`config.mk`:
```
export PLATFORM = sky130hd
export DESIGN_NAME = flash_cmd_dev_flat
export DESIGN_NICKNAME = d
export VERILOG_FILES = /design/src/core/flash_cmd_pkg.sv /design/src/core/flash_link_if.sv /design/src/core/flash_cmd_dev.sv /design/src/core/link_sync.sv /design/src/flat_wrapper.sv
export SDC_FILE = /design/constraint.sdc
export NUM_CORES = 1
export LEC_CHECK = 0
export BUFFER_PORTS_ARGS = -buffer_cell sky130_fd_sc_hd__buf_2
export CORE_ASPECT_RATIO = 1.5
export CORE_UTILIZATION = 27
export CTS_CLUSTER_DIAMETER = 100
export DETAILED_ROUTE_END_ITERATION = 10
export GPL_TIMING_DRIVEN = 0
export PLACE_DENSITY = 0.43
export SKIP_CTS_REPAIR_TIMING = 1
export SYNTH_ARGS = -nofsm -noshare
export SYNTH_HDL_FRONTEND = slang
export SYNTH_HIERARCHICAL = 1
export SYNTH_SLANG_ARGS = --single-unit
export TNS_END_PERCENT = 10
```
`constraint.sdc`:
```
create_clock -name aclk -period 6.8 [get_ports aclk]
set_clock_uncertainty 0.2 [all_clocks]
set_input_delay 0.34 -clock aclk [delete_from_list [all_inputs] [get_ports aclk]]
set_output_delay 0.34 -clock aclk [all_outputs]
set_load 0.01 [all_outputs]
```
`src/core/flash_cmd_pkg.sv`:
```
package flash_cmd_pkg;
  // Opcodes
  localparam logic [7:0] OP_RESUME = 8'hD0;
  localparam logic [7:0] OP_SUSPEND = 8'hB0;
  localparam logic [7:0] OP_WREN = 8'h06;
  localparam logic [7:0] OP_WRDI = 8'h04;
  localparam logic [7:0] OP_PROTECT = 8'h36;
  localparam logic [7:0] OP_UNPROTECT = 8'h39;

  // Addressing and sectors (64 kB each)
  localparam int ADDR_W = 24;
  localparam int ADDR_BYTES = 3;
  localparam int SECTOR_LSB = 16;
  localparam int N_SECTORS = 16;
  localparam int SECTOR_W = 4;
  localparam logic [N_SECTORS-1:0] GUARD_RESET = 16'hFFFF;

  // Byte framing
  localparam logic [2:0] BIT_LAST = 3'h7;
  localparam logic [2:0] BYTE_CNT_MAX = 3'h7;

  // Timing
  localparam int CLK_NS = 50;
  localparam int RESUME_LATENCY_NS = 1000;
  localparam int RES_CYCLES_DEF =
    (RESUME_LATENCY_NS / CLK_NS) < 1 ? 1 : (RESUME_LATENCY_NS / CLK_NS);
  localparam int CNT_W = 16;
  localparam int SCK_HALF_DEF = 4;

  // Host register map and fields
  localparam logic [3:0] REG_CMD = 4'h0;
  localparam logic [3:0] REG_ADDR = 4'h4;
  localparam logic [3:0] REG_STATUS = 4'h8;
  localparam int CMD_OP_LSB = 0;
  localparam int CMD_NB_LSB = 8;
  localparam int CMD_XB_LSB = 12;
  localparam int STAT_BUSY_BIT = 0;
  localparam logic [1:0] AXI_OKAY = 2'h0;
  localparam logic [1:0] AXI_SLVERR = 2'h2;

  function automatic logic [SECTOR_W-1:0] sector_of(
    input logic [ADDR_W-1:0] a);
    return a[SECTOR_LSB +: SECTOR_W];
  endfunction : sector_of
endpackage : flash_cmd_pkg

```
`src/core/flash_link_if.sv`:
```
interface flash_link_if;
  logic cs_n;
  logic sck;
  logic mosi;
  modport dev (input cs_n, input sck, input mosi);
  modport host (output cs_n, output sck, output mosi);
endinterface : flash_link_if

```
`src/core/flash_cmd_dev.sv`:
```
// Behaviour
// - Resume is D0h alone; extra bytes ignored
// - Valid resume restarts suspended operation promptly
// - Resume clears paused flag, reports busy
// - Resume needs whole opcode, byte-aligned release
// - Resume works regardless of write latch
// - Both paused: program resumes first
// - Suspend ignored while resume still settling
// - Host waits latency or polls before suspending
// - Write enable 06h sets write latch; here ignored while a program is paused
// - Guarded commands need write latch set
// - Bad enable/disable framing leaves latch alone
// - Write disable 04h clears write latch; here ignored while a program is paused
// - One guard bit per sector, reset protected
// - Guard 0 allows, 1 rejects program/erase
// - Protect 36h plus address sets guard
// - Short protect: guard kept, latch cleared
// - Unprotect 39h plus address clears guard
// - Short unprotect: guard kept, latch cleared
// - Locked guards: ignore, clear latch, idle
// - Host enables writes before each guard change
// - Suspend B0h pauses running operation
//
// The AXI4-Lite slave port and the placing of the registers are this design's own decisions.
module flash_cmd_dev
  import flash_cmd_pkg::*;
#(
  parameter int RES_CYCLES = RES_CYCLES_DEF
) (
  // Clock and reset
  input wire logic aclk,
  input wire logic aresetn,
  // Serial link
  flash_link_if.dev link,
  // Array engine status
  input wire logic prog_running,
  input wire logic erase_running,
  input wire logic protect_regs_locked_flag,
  // Program or erase admission check
  input wire logic pe_req,
  input wire logic pe_is_erase,
  input wire logic [ADDR_W-1:0] pe_addr,
  output logic pe_grant,
  output logic pe_deny,
  // Engine controls, one-cycle pulses
  output logic resume_prog,
  output logic resume_erase,
  output logic suspend_prog,
  output logic suspend_erase,
  // Status flags
  output logic write_latch_flag,
  output logic program_paused_flag,
  output logic erase_paused_flag,
  output logic ready_busy_flag,
  output logic [N_SECTORS-1:0] sector_write_guard_bit
);
  typedef struct packed {
    logic cs_prev;
    logic sck_prev;
    logic [7:0] sr;
    logic [2:0] bit_cnt;
    logic [2:0] byte_cnt;
    logic [7:0] opcode;
    logic [ADDR_W-1:0] addr;
    logic wel;
    logic pp;
    logic ep;
    logic busy;
    logic [N_SECTORS-1:0] guard;
    logic [CNT_W-1:0] res_cnt;
    logic res_p;
    logic res_e;
    logic sus_p;
    logic sus_e;
    logic grant;
    logic deny;
  } dev_state_t;

  localparam dev_state_t DEV_RESET = '{
    cs_prev: 1'b1,
    guard: GUARD_RESET,
    default: '0
  };

  dev_state_t s_q;
  dev_state_t s_d;
  logic cs_n_s;
  logic sck_s;
  logic mosi_s;

  // Idle cs high, sck low, mosi low
  link_sync #(
    .W(3),
    .RST(3'h4)
  ) u_sync (
    .aclk(aclk),
    .aresetn(aresetn),
    .din({link.cs_n, link.sck, link.mosi}),
    .dout({cs_n_s, sck_s, mosi_s})
  );

  always_comb begin
    logic [7:0] byte_v;
    logic aligned;
    logic have_op;
    logic full_addr;
    logic suspended;
    byte_v = {s_q.sr[6:0], mosi_s};
    aligned = (s_q.bit_cnt == '0);
    have_op = (s_q.byte_cnt != '0);
    full_addr = (s_q.byte_cnt > ADDR_BYTES);
    suspended = s_q.pp | s_q.ep;

    s_d = s_q;
    s_d.res_p = 1'b0;
    s_d.res_e = 1'b0;
    s_d.sus_p = 1'b0;
    s_d.sus_e = 1'b0;
    s_d.grant = 1'b0;
    s_d.deny = 1'b0;
    s_d.cs_prev = cs_n_s;
    s_d.sck_prev = sck_s;
    if (s_q.res_cnt != '0) begin
      s_d.res_cnt = s_q.res_cnt - 1'b1;
    end

    // Admission check; a latch set on the same edge wins below
    if (pe_req) begin
      s_d.wel = 1'b0;
      if (!s_q.wel) begin
        s_d.deny = 1'b1;
      end else if (s_q.guard[sector_of(pe_addr)]) begin
        s_d.deny = 1'b1;
      end else if (pe_is_erase ? suspended : s_q.pp) begin
        s_d.deny = 1'b1;
      end else begin
        s_d.grant = 1'b1;
      end
    end

    if (!cs_n_s && s_q.cs_prev) begin
      s_d.bit_cnt = '0;
      s_d.byte_cnt = '0;
    end else if (!cs_n_s && sck_s && !s_q.sck_prev) begin
      // Shift in MSB first on rising sck
      s_d.sr = byte_v;
      s_d.bit_cnt = s_q.bit_cnt + 3'h1;
      if (s_q.bit_cnt == BIT_LAST) begin
        if (!have_op) begin
          s_d.opcode = byte_v;
        end else if (!full_addr) begin
          s_d.addr = {s_q.addr[ADDR_W-9:0], byte_v};
        end
        // Trailing bytes only advance a saturating count
        if (s_q.byte_cnt != BYTE_CNT_MAX) begin
          s_d.byte_cnt = s_q.byte_cnt + 3'h1;
        end
      end
    end else if (cs_n_s && !s_q.cs_prev && have_op) begin
      case (s_q.opcode)
        OP_RESUME: begin
          // No latch check here
          if (aligned) begin
            if (s_q.pp) begin
              s_d.pp = 1'b0;
              s_d.res_p = 1'b1;
              s_d.res_cnt = CNT_W'(RES_CYCLES);
            end else if (s_q.ep) begin
              s_d.ep = 1'b0;
              s_d.res_e = 1'b1;
              s_d.res_cnt = CNT_W'(RES_CYCLES);
            end
          end
        end
        OP_SUSPEND: begin
          // Settling resume cannot be paused again
          if (aligned && s_q.res_cnt == '0) begin
            if (prog_running && !s_q.pp) begin
              s_d.pp = 1'b1;
              s_d.sus_p = 1'b1;
            end else if (erase_running && !s_q.ep) begin
              s_d.ep = 1'b1;
              s_d.sus_e = 1'b1;
            end
          end
        end
        OP_WREN: begin
          if (aligned && !s_q.pp) begin
            s_d.wel = 1'b1;
          end
        end
        OP_WRDI: begin
          if (aligned && !s_q.pp) begin
            s_d.wel = 1'b0;
          end
        end
        OP_PROTECT, OP_UNPROTECT: begin
          // Refused outright while anything is paused
          if (!suspended && s_q.wel) begin
            s_d.wel = 1'b0;
            if (aligned && full_addr &&
                !protect_regs_locked_flag) begin
              s_d.guard[sector_of(s_q.addr)] =
                (s_q.opcode == OP_PROTECT);
            end
          end
        end
        default: begin
        end
      endcase
    end

    // Busy while settling or while the engine works
    s_d.busy = prog_running | erase_running |
               (s_d.res_cnt != '0);
  end

  always_ff @(posedge aclk) begin
    if (!aresetn) begin
      s_q <= DEV_RESET;
    end else begin
      s_q <= s_d;
    end
  end

  assign pe_grant = s_q.grant;
  assign pe_deny = s_q.deny;
  assign resume_prog = s_q.res_p;
  assign resume_erase = s_q.res_e;
  assign suspend_prog = s_q.sus_p;
  assign suspend_erase = s_q.sus_e;
  assign write_latch_flag = s_q.wel;
  assign program_paused_flag = s_q.pp;
  assign erase_paused_flag = s_q.ep;
  assign ready_busy_flag = s_q.busy;
  assign sector_write_guard_bit = s_q.guard;
endmodule : flash_cmd_dev

```
`src/core/link_sync.sv`:
```
module link_sync #(
  parameter int W = 1,
  parameter logic [W-1:0] RST = '0
) (
  // Clock and reset
  input wire logic aclk,
  input wire logic aresetn,
  // Asynchronous in, synchronised out
  input wire logic [W-1:0] din,
  output logic [W-1:0] dout
);
  typedef struct packed {
    logic [W-1:0] meta;
    logic [W-1:0] sync;
  } sync_t;

  sync_t s_q;
  sync_t s_d;

  always_comb begin
    s_d.meta = din;
    s_d.sync = s_q.meta;
  end

  always_ff @(posedge aclk) begin
    if (!aresetn) begin
      s_q <= {RST, RST};
    end else begin
      s_q <= s_d;
    end
  end

  assign dout = s_q.sync;
endmodule : link_sync

```
`src/flat_wrapper.sv`:
```
// flat-port wrapper written by rule: the top's interface ports become plain ports
module flash_cmd_dev_flat import flash_cmd_pkg::*;
#(
  parameter int RES_CYCLES = RES_CYCLES_DEF
)
  (aclk, aresetn, prog_running, erase_running, protect_regs_locked_flag, pe_req, pe_is_erase, pe_addr, pe_grant, pe_deny, resume_prog, resume_erase, suspend_prog, suspend_erase, write_latch_flag, program_paused_flag, erase_paused_flag, ready_busy_flag, sector_write_guard_bit, link_cs_n, link_sck, link_mosi);
  flash_link_if link_i ();
  input wire logic aclk;
  input wire logic aresetn;
  input wire logic prog_running;
  input wire logic erase_running;
  input wire logic protect_regs_locked_flag;
  input wire logic pe_req;
  input wire logic pe_is_erase;
  input wire logic [ADDR_W-1:0] pe_addr;
  output logic pe_grant;
  output logic pe_deny;
  output logic resume_prog;
  output logic resume_erase;
  output logic suspend_prog;
  output logic suspend_erase;
  output logic write_latch_flag;
  output logic program_paused_flag;
  output logic erase_paused_flag;
  output logic ready_busy_flag;
  output logic [N_SECTORS-1:0] sector_write_guard_bit;
  input wire logic [$bits(link_i.cs_n)-1:0] link_cs_n;
  input wire logic [$bits(link_i.sck)-1:0] link_sck;
  input wire logic [$bits(link_i.mosi)-1:0] link_mosi;
  assign link_i.cs_n = link_cs_n;
  assign link_i.sck = link_sck;
  assign link_i.mosi = link_mosi;
  flash_cmd_dev #(.RES_CYCLES(RES_CYCLES)) u_core (.aclk(aclk), .aresetn(aresetn), .link(link_i), .prog_running(prog_running), .erase_running(erase_running), .protect_regs_locked_flag(protect_regs_locked_flag), .pe_req(pe_req), .pe_is_erase(pe_is_erase), .pe_addr(pe_addr), .pe_grant(pe_grant), .pe_deny(pe_deny), .resume_prog(resume_prog), .resume_erase(resume_erase), .suspend_prog(suspend_prog), .suspend_erase(suspend_erase), .write_latch_flag(write_latch_flag), .program_paused_flag(program_paused_flag), .erase_paused_flag(erase_paused_flag), .ready_busy_flag(ready_busy_flag), .sector_write_guard_bit(sector_write_guard_bit));
endmodule
```
==> flow_summary.json, run 1 <==
{
  "max_cap_viol_count": 0,
  "synth_compound_area_share_pct": 7.44,
  "dr.max_layer_used": "met4",
  "std_cell_rows": 53,
  "tritoncts_clock_tree": "built",
  "yosys-mux-area-fraction_pct": 13.2,
  "route.final.wire_length_um": 9480,
  "final_hpwl_dp_um": 7180,
  "met3RoutedLength_um": 319,
  "worst-slew-pin-transition_ps": 657,
  "post_route_cells_drive_above_1_share_pct": 21.2,
  "synth_nets": 467,
  "synthXorXnorAreaFrac_pct": 1.96,
  "die_height_um": 150,
  "timing_worst_setup_path_type": "register to register",
  "seq_area_um2": 1660,
  "detailedRoute.firstIterationViolations": 130,
  "core_area_um2": 14200,
  "worstPathMaxFanout": 7,
  "synth.cell_area_um2": 3970,
  "clockRootBuffer": "clkbuf_16",
  "m1_wl_um": 4060,
  "max_slew_margin_pct": 56.1,
  "detail_route.drc_violations": 0,
  "synth-simple-area-share_pct": 26.3,
  "leakage_nw": 2.00,
  "design_power_total_mw": 1.66,
  "rsz0062_at_grt": "no",
  "final-hold-violation-count": 0,
  "synth_largest_type_area_fraction_pct": 41.9,
  "finalSetupTns_ps": 0,
  "critical_path_sink_type": "register",
  "fp.dieW_um": 101,
  "grt.total_usage_pct": 13.4,
  "worst_ir_drop_vdd_v": 0.000150,
  "postRouteAntennaNets": 0,
  "grt_pass1_vias": 3050,
  "ys.warnings.count": 6,
  "numPlacedInstances": 656,
  "yosys.area_share.adder_pct": 2.52,
  "worst-endpoint-required_ps": 6770,
  "worst_setup_hold_path_clk_slew_ps": 70,
  "initial_utilization_pct": 28.0,
  "synth-edff-count": 0,
  "drt-pass1-iter-count": 4,
  "cts_max_path_buffers": 2,
  "pin_count_of_the_biggest_net_entering_global_routing": 15,
  "buffer_ports.inserted": 39,
  "ys_seq_elements": 83,
  "holdWs_ps": 2.37,
  "multi_input_area_um2": 2040,
  "synthTopCellsByArea": "dfxtp_1, mux2i_1, nor2_1",
  "place.gp.congestion": 0.767,
  "placed_area_um2": 4400,
  "antennaDiodeCount": 0,
  "report.final.setup_viol": 0,
  "combinational_family_with_the_most_area_after_synthesis": "simple AND/OR/NAND/NOR gates",
  "period_minus_slack_ps": 2830,
  "layout.core_utilization_pct": 33.4,
  "area_delta_synth_final_pct": 19.5,
  "routed-wl-met2_um": 4950,
  "post-route-worst-setup-slack_ps": 3970,
  "avgRoutedWirePerCell_um": 14.1,
  "syn-mean-instance-area_um2": 9.34,
  "startpoint_type": "register",
  "synth_cells": 425,
  "antenna_violations_before_repair": 0,
  "detailedPlace.worstSlack_ps": 3960,
  "wire_length_of_the_first_global_routing_pass_um": 15400,
  "numnets_final": 518,
  "synth.largest_area_cell": "dfxtp_1",
  "num_vias": 3105,
  "fillers": 1528,
  "fp.dieArea_um2": 15200,
  "layoutNonFillerInstCount": 673,
  "globalRoute.totalOverflow": 0,
  "postSynth.asyncResetShare_pct": 0,
  "design_area_um2": 4740,
  "status": "finished, final reports clean",
  "io-pin-count": 60,
  "cellPowerDensity_nw_per_um2": 351,
  "report.final.slew_viol_count": 0,
  "ys_seq_area_share_pct": 41.9,
  "cts_made_buffers": 9,
  "worstSkewPairLatency_ps": 330,
  "synth_cell_types": 62,
  "post-route-period-util_pct": 41.7,
  "synth_flop_cell": "dfxtp_1",
  "cts_max_level": 3,
  "classification_of_the_worst_slack_hold_path": "input pin to register",
  "worst-endpoint-arrival_ps": 2810,
  "cts.sink_count": 83,
  "avg_vias_per_cell": 4.61,
  "max_freq_mhz": 353
}
-- critical path: stages (launching register included) --
cell,delay [ps]
dfxtp_1,360
inv_1,110
ha_1,270
or3b_1,360
clkbuf_1,210
nor3_1,310
mux2i_1,260
o21ai_0,110
nor4_1,280
a41oi_1,190
-- cell families (layout without fill, tap and decap cells) --
group	count (synthesis)	count (layout)
AND/OR/NAND/NOR	195	195
flip-flops	83	83
multiplexers	46	46
buffers and inverters	43	99
AO/OA/AOI/OAI	42	42
adder cells (fa/ha/maj)	8	8
XOR/XNOR	8	8
-- state kept, by name, indices dropped and copies added (netlist names), 3 cells and up --
signal	flops
u_core/s_q	51
u_core/sector_write_guard_bit	16
u_core/u_sync/dout	3
u_core/u_sync/s_d	3
-- layout make-up --
| type | count | area share (%) |
|---|---|---|
| well taps | 192 | 5.07 |
| multi-input cells | 299 | 43.0 |
| clock inverters | 6 | 1.87 |
| clock buffers | 10 | 5.04 |
| plain buffers | 32 | 4.75 |
| repair buffers | 40 | 4.33 |
| inverters | 11 | 0.871 |
| flip-flops and latches | 83 | 35.0 |
-- placed cells by master (no fill, tap or decap), types with 7 or more instances in the layout --
| cell type | count |
|---|---|
| inv_1 | 11 |
| and2_1 | 7 |
| a21oi_1 | 17 |
| buf_4 | 18 |
| nor2_1 | 72 |
| nor2b_1 | 10 |
| dfxtp_1 | 83 |
| clkbuf_1 | 7 |
| nor3_1 | 10 |
| ha_1 | 8 |
| nand2_1 | 41 |
| clkbuf_16 | 9 |
| buf_2 | 41 |
| xnor2_1 | 7 |
| mux2i_1 | 41 |
-- report_power, final --
group	switching, mW	total, mW	leakage (nW)	internal [mW]
Combinational	0.298	0.551	1.17	0.253
Clock	0.195	0.527	0.155	0.331
Sequential	0.0548	0.586	0.674	0.531
-- synthesized netlist by cell type, types with 2 or more instances --
cell type and count:
mux2i_1 41, and3b_1 2, o21ai_0 6, nor2b_1 10
or2_2 2, buf_4 18, dfxtp_1 83, nor4b_1 2
o31ai_1 3, or4bb_1 2, nand2_1 41, buf_2 2
or4_1 3, a211oi_1 2, and4b_1 2, nor4_1 6
ha_1 8, nor3_2 2, a21oi_1 17, buf_6 2
clkbuf_1 7, nor3_1 10, inv_1 11, nor2_1 72
a31oi_1 2, and2_1 7, or4_4 2, xnor2_1 7
clkbuf_8 2, nand4bb_1 2, nand2b_1 6, nand3_1 3
nand4_1 5, nor3b_1 2, mux4_2 5, or3_1 2
-- routing by layer --
metal / up-vias / global-route usage, %
met2: 54 / 23.8
met5: - / 0
li1: 1567 / -
met1: 1472 / 15.6
met4: 0 / 5.72
met3: 12 / 2.60
-- path summary, 6_finish.rpt --
check	startpoint	to	slack [ps]	cells past startpoint
max	u_core/s_q[6]	u_core/ready_busy_flag	3970	9
min	link_sck	u_core/u_sync/s_d[1]	2	2
max reg2reg	u_core/s_q[6]	u_core/ready_busy_flag	3970	9
min reg2reg	u_core/u_sync/s_d[2]	u_core/u_sync/dout[2]	210	1
Power figures use the tool's default switching activity.
==> run 2, diff against run 1 <==
==> constraint.sdc (replaced) <==
create_clock -name aclk -period 2.78 [get_ports aclk]
set_clock_uncertainty 0.2 [all_clocks]
set_input_delay 0.139 -clock aclk [delete_from_list [all_inputs] [get_ports aclk]]
set_output_delay 0.139 -clock aclk [all_outputs]
set_load 0.01 [all_outputs]
==> flow_summary.json, run 2 (same netlist as run 1, synthesis figures left out) <==
{
  "largest-register": "u_core/s_q",
  "antenna_violations_before_repair": 0,
  "detail_route.drc_violations": 0,
  "detailedRoute.firstIterationViolations": 95,
  "buffer_ports.inserted": 39,
  "cellPowerDensity_nw_per_um2": 855,
  "drt-pass1-iter-count": 4,
  "postRouteAntennaNets": 0,
  "worst-endpoint-arrival_ps": 2620,
  "layout.cells.most_common_list": "dfxtp_1, nor2_1, buf_2, nand2_1, mux2i_1",
  "numnets_final": 529,
  "grt_pass1_vias": 3050,
  "worst_ir_drop_vdd_v": 0.000374,
  "classification_of_the_worst_slack_hold_path": "input pin to register",
  "tritoncts_clock_tree": "built",
  "startpoint_type": "register",
  "core_area_um2": 14200,
  "max_slew_margin_pct": 61.1,
  "report.final.setup_viol": 0,
  "worstPathMaxFanout": 10,
  "wire_length_of_the_first_global_routing_pass_um": 15400,
  "fp.dieArea_um2": 15200,
  "die_height_um": 150,
  "max_freq_mhz": 378,
  "cts_max_path_buffers": 2,
  "globalRoute.totalOverflow": 0,
  "status": "finished, final reports clean",
  "worst_setup_hold_path_clk_slew_ps": 70,
  "leakage_nw": 2.05,
  "avg_vias_per_cell": 4.61,
  "num_vias": 3153,
  "placed_area_um2": 4400,
  "reg2reg_depth": 7,
  "final-hold-violation-count": 0,
  "post_route_cells_drive_above_1_share_pct": 22.6,
  "max_cap_viol_count": 0,
  "io-pin-count": 60,
  "std_cell_rows": 53,
  "area_delta_synth_final_pct": 23.5,
  "antennaDiodeCount": 0,
  "fp.dieW_um": 101,
  "clockRootBuffer": "clkbuf_16",
  "initial_utilization_pct": 28.0,
  "design_area_um2": 4900,
  "cts_max_level": 3,
  "largest_register_ff_count": 51,
  "cts.sink_count": 83,
  "mostFrequentLayoutCell": "dfxtp_1",
  "pin_count_of_the_biggest_net_entering_global_routing": 15,
  "worstSkewPairLatency_ps": 340,
  "period_minus_slack_ps": 2650,
  "worst-endpoint-required_ps": 2750,
  "cts_made_buffers": 9,
  "post-route-period-util_pct": 95.3,
  "critical_path_sink_type": "register",
  "place.gp.congestion": 0.767,
  "worst_path_largest_cell_delay_ps": 550,
  "route.final.wire_length_um": 9650,
  "finalSetupTns_ps": 0,
  "worst-slew-pin-transition_ps": 583,
  "grt.total_usage_pct": 13.4,
  "min_delay_path_depth": 4,
  "final_hpwl_dp_um": 7180,
  "cp_slowest_cell": "or4_4",
  "crit_path_cell_trace": "clkbuf_8, or4_4, or2_4, a211o_2, xnor2_2, nor4_2, a41oi_1",
  "timing_worst_setup_path_type": "register to register",
  "avgRoutedWirePerCell_um": 14.1,
  "rsz0062_at_grt": "no",
  "report.final.slew_viol_count": 0
}
## run 2: cell count changes in the layout (fill, tap and decap cells not counted), sizes merged
cell         change
dlygate4sd3     +10
buf              +2
clkbuf           -1
## run 2: where the power goes
part           internal, mW  switching (mW)  total [mW]
clock                 0.811           0.480        1.29
sequential             1.30           0.135        1.43
combinational         0.689           0.773        1.46
## run 2: cell type report
type                       instances  area [µm²]
timing repair buffer              52         320
fill                            1523        9290
clock buffer                      10         239
inverter                          11        41.3
tap                              192         240
sequential                        83        1660
multi-input combinational        299        2090
buffer                            31         221
clock inverter                     6        88.8
## run 2: worst max-delay path: cells and delay by family, from the launching register on
kind	cells	cell delay [ps]
and+or+nand+nor	3	1140
AOI/OAI and AO/OA	2	510
buffers and inverters	1	160
xor gates and xnor gates	1	160
DFF	1	310
## run 2: metrics by stage
| stage | hold WS [ps] | total power [mW] | std cells | setup slack [ps] | util, % |
|---|---|---|---|---|---|
| after floorplan | 12.0 | 2.51 | 425 | 386 | - |
| after global placement | 122 | 2.79 | 656 | -49.2 | 31.0 |
| after detailed placement | 134 | 2.80 | 656 | -60.0 | 31.0 |
| after CTS | -222 | 4.12 | 672 | -86.7 | 33.3 |
| after global routing | 96.4 | 4.42 | 684 | 39.0 | 34.5 |
| final | 49.6 | 4.19 | 684 | 132 | 34.5 |
## run 2: worst paths after layout
kind	start	endpoint	slack (ps)
min	pe_is_erase	u_core/pe_grant	50
max reg2reg	u_core/s_q[10]	u_core/ready_busy_flag	130
min reg2reg	u_core/u_sync/s_d[2]	u_core/u_sync/dout[2]	210
max	u_core/s_q[10]	u_core/ready_busy_flag	130
## run 2: routing by layer
metal  vias to the layer above  share of wire (%)  GRT usage [%]
met5                         -                  0              0
li1                       1582                  -              -
met2                        49                 52           23.8
met4                         0                1.6           5.72
met3                        10                3.2           2.60
met1                      1512                 43           15.6
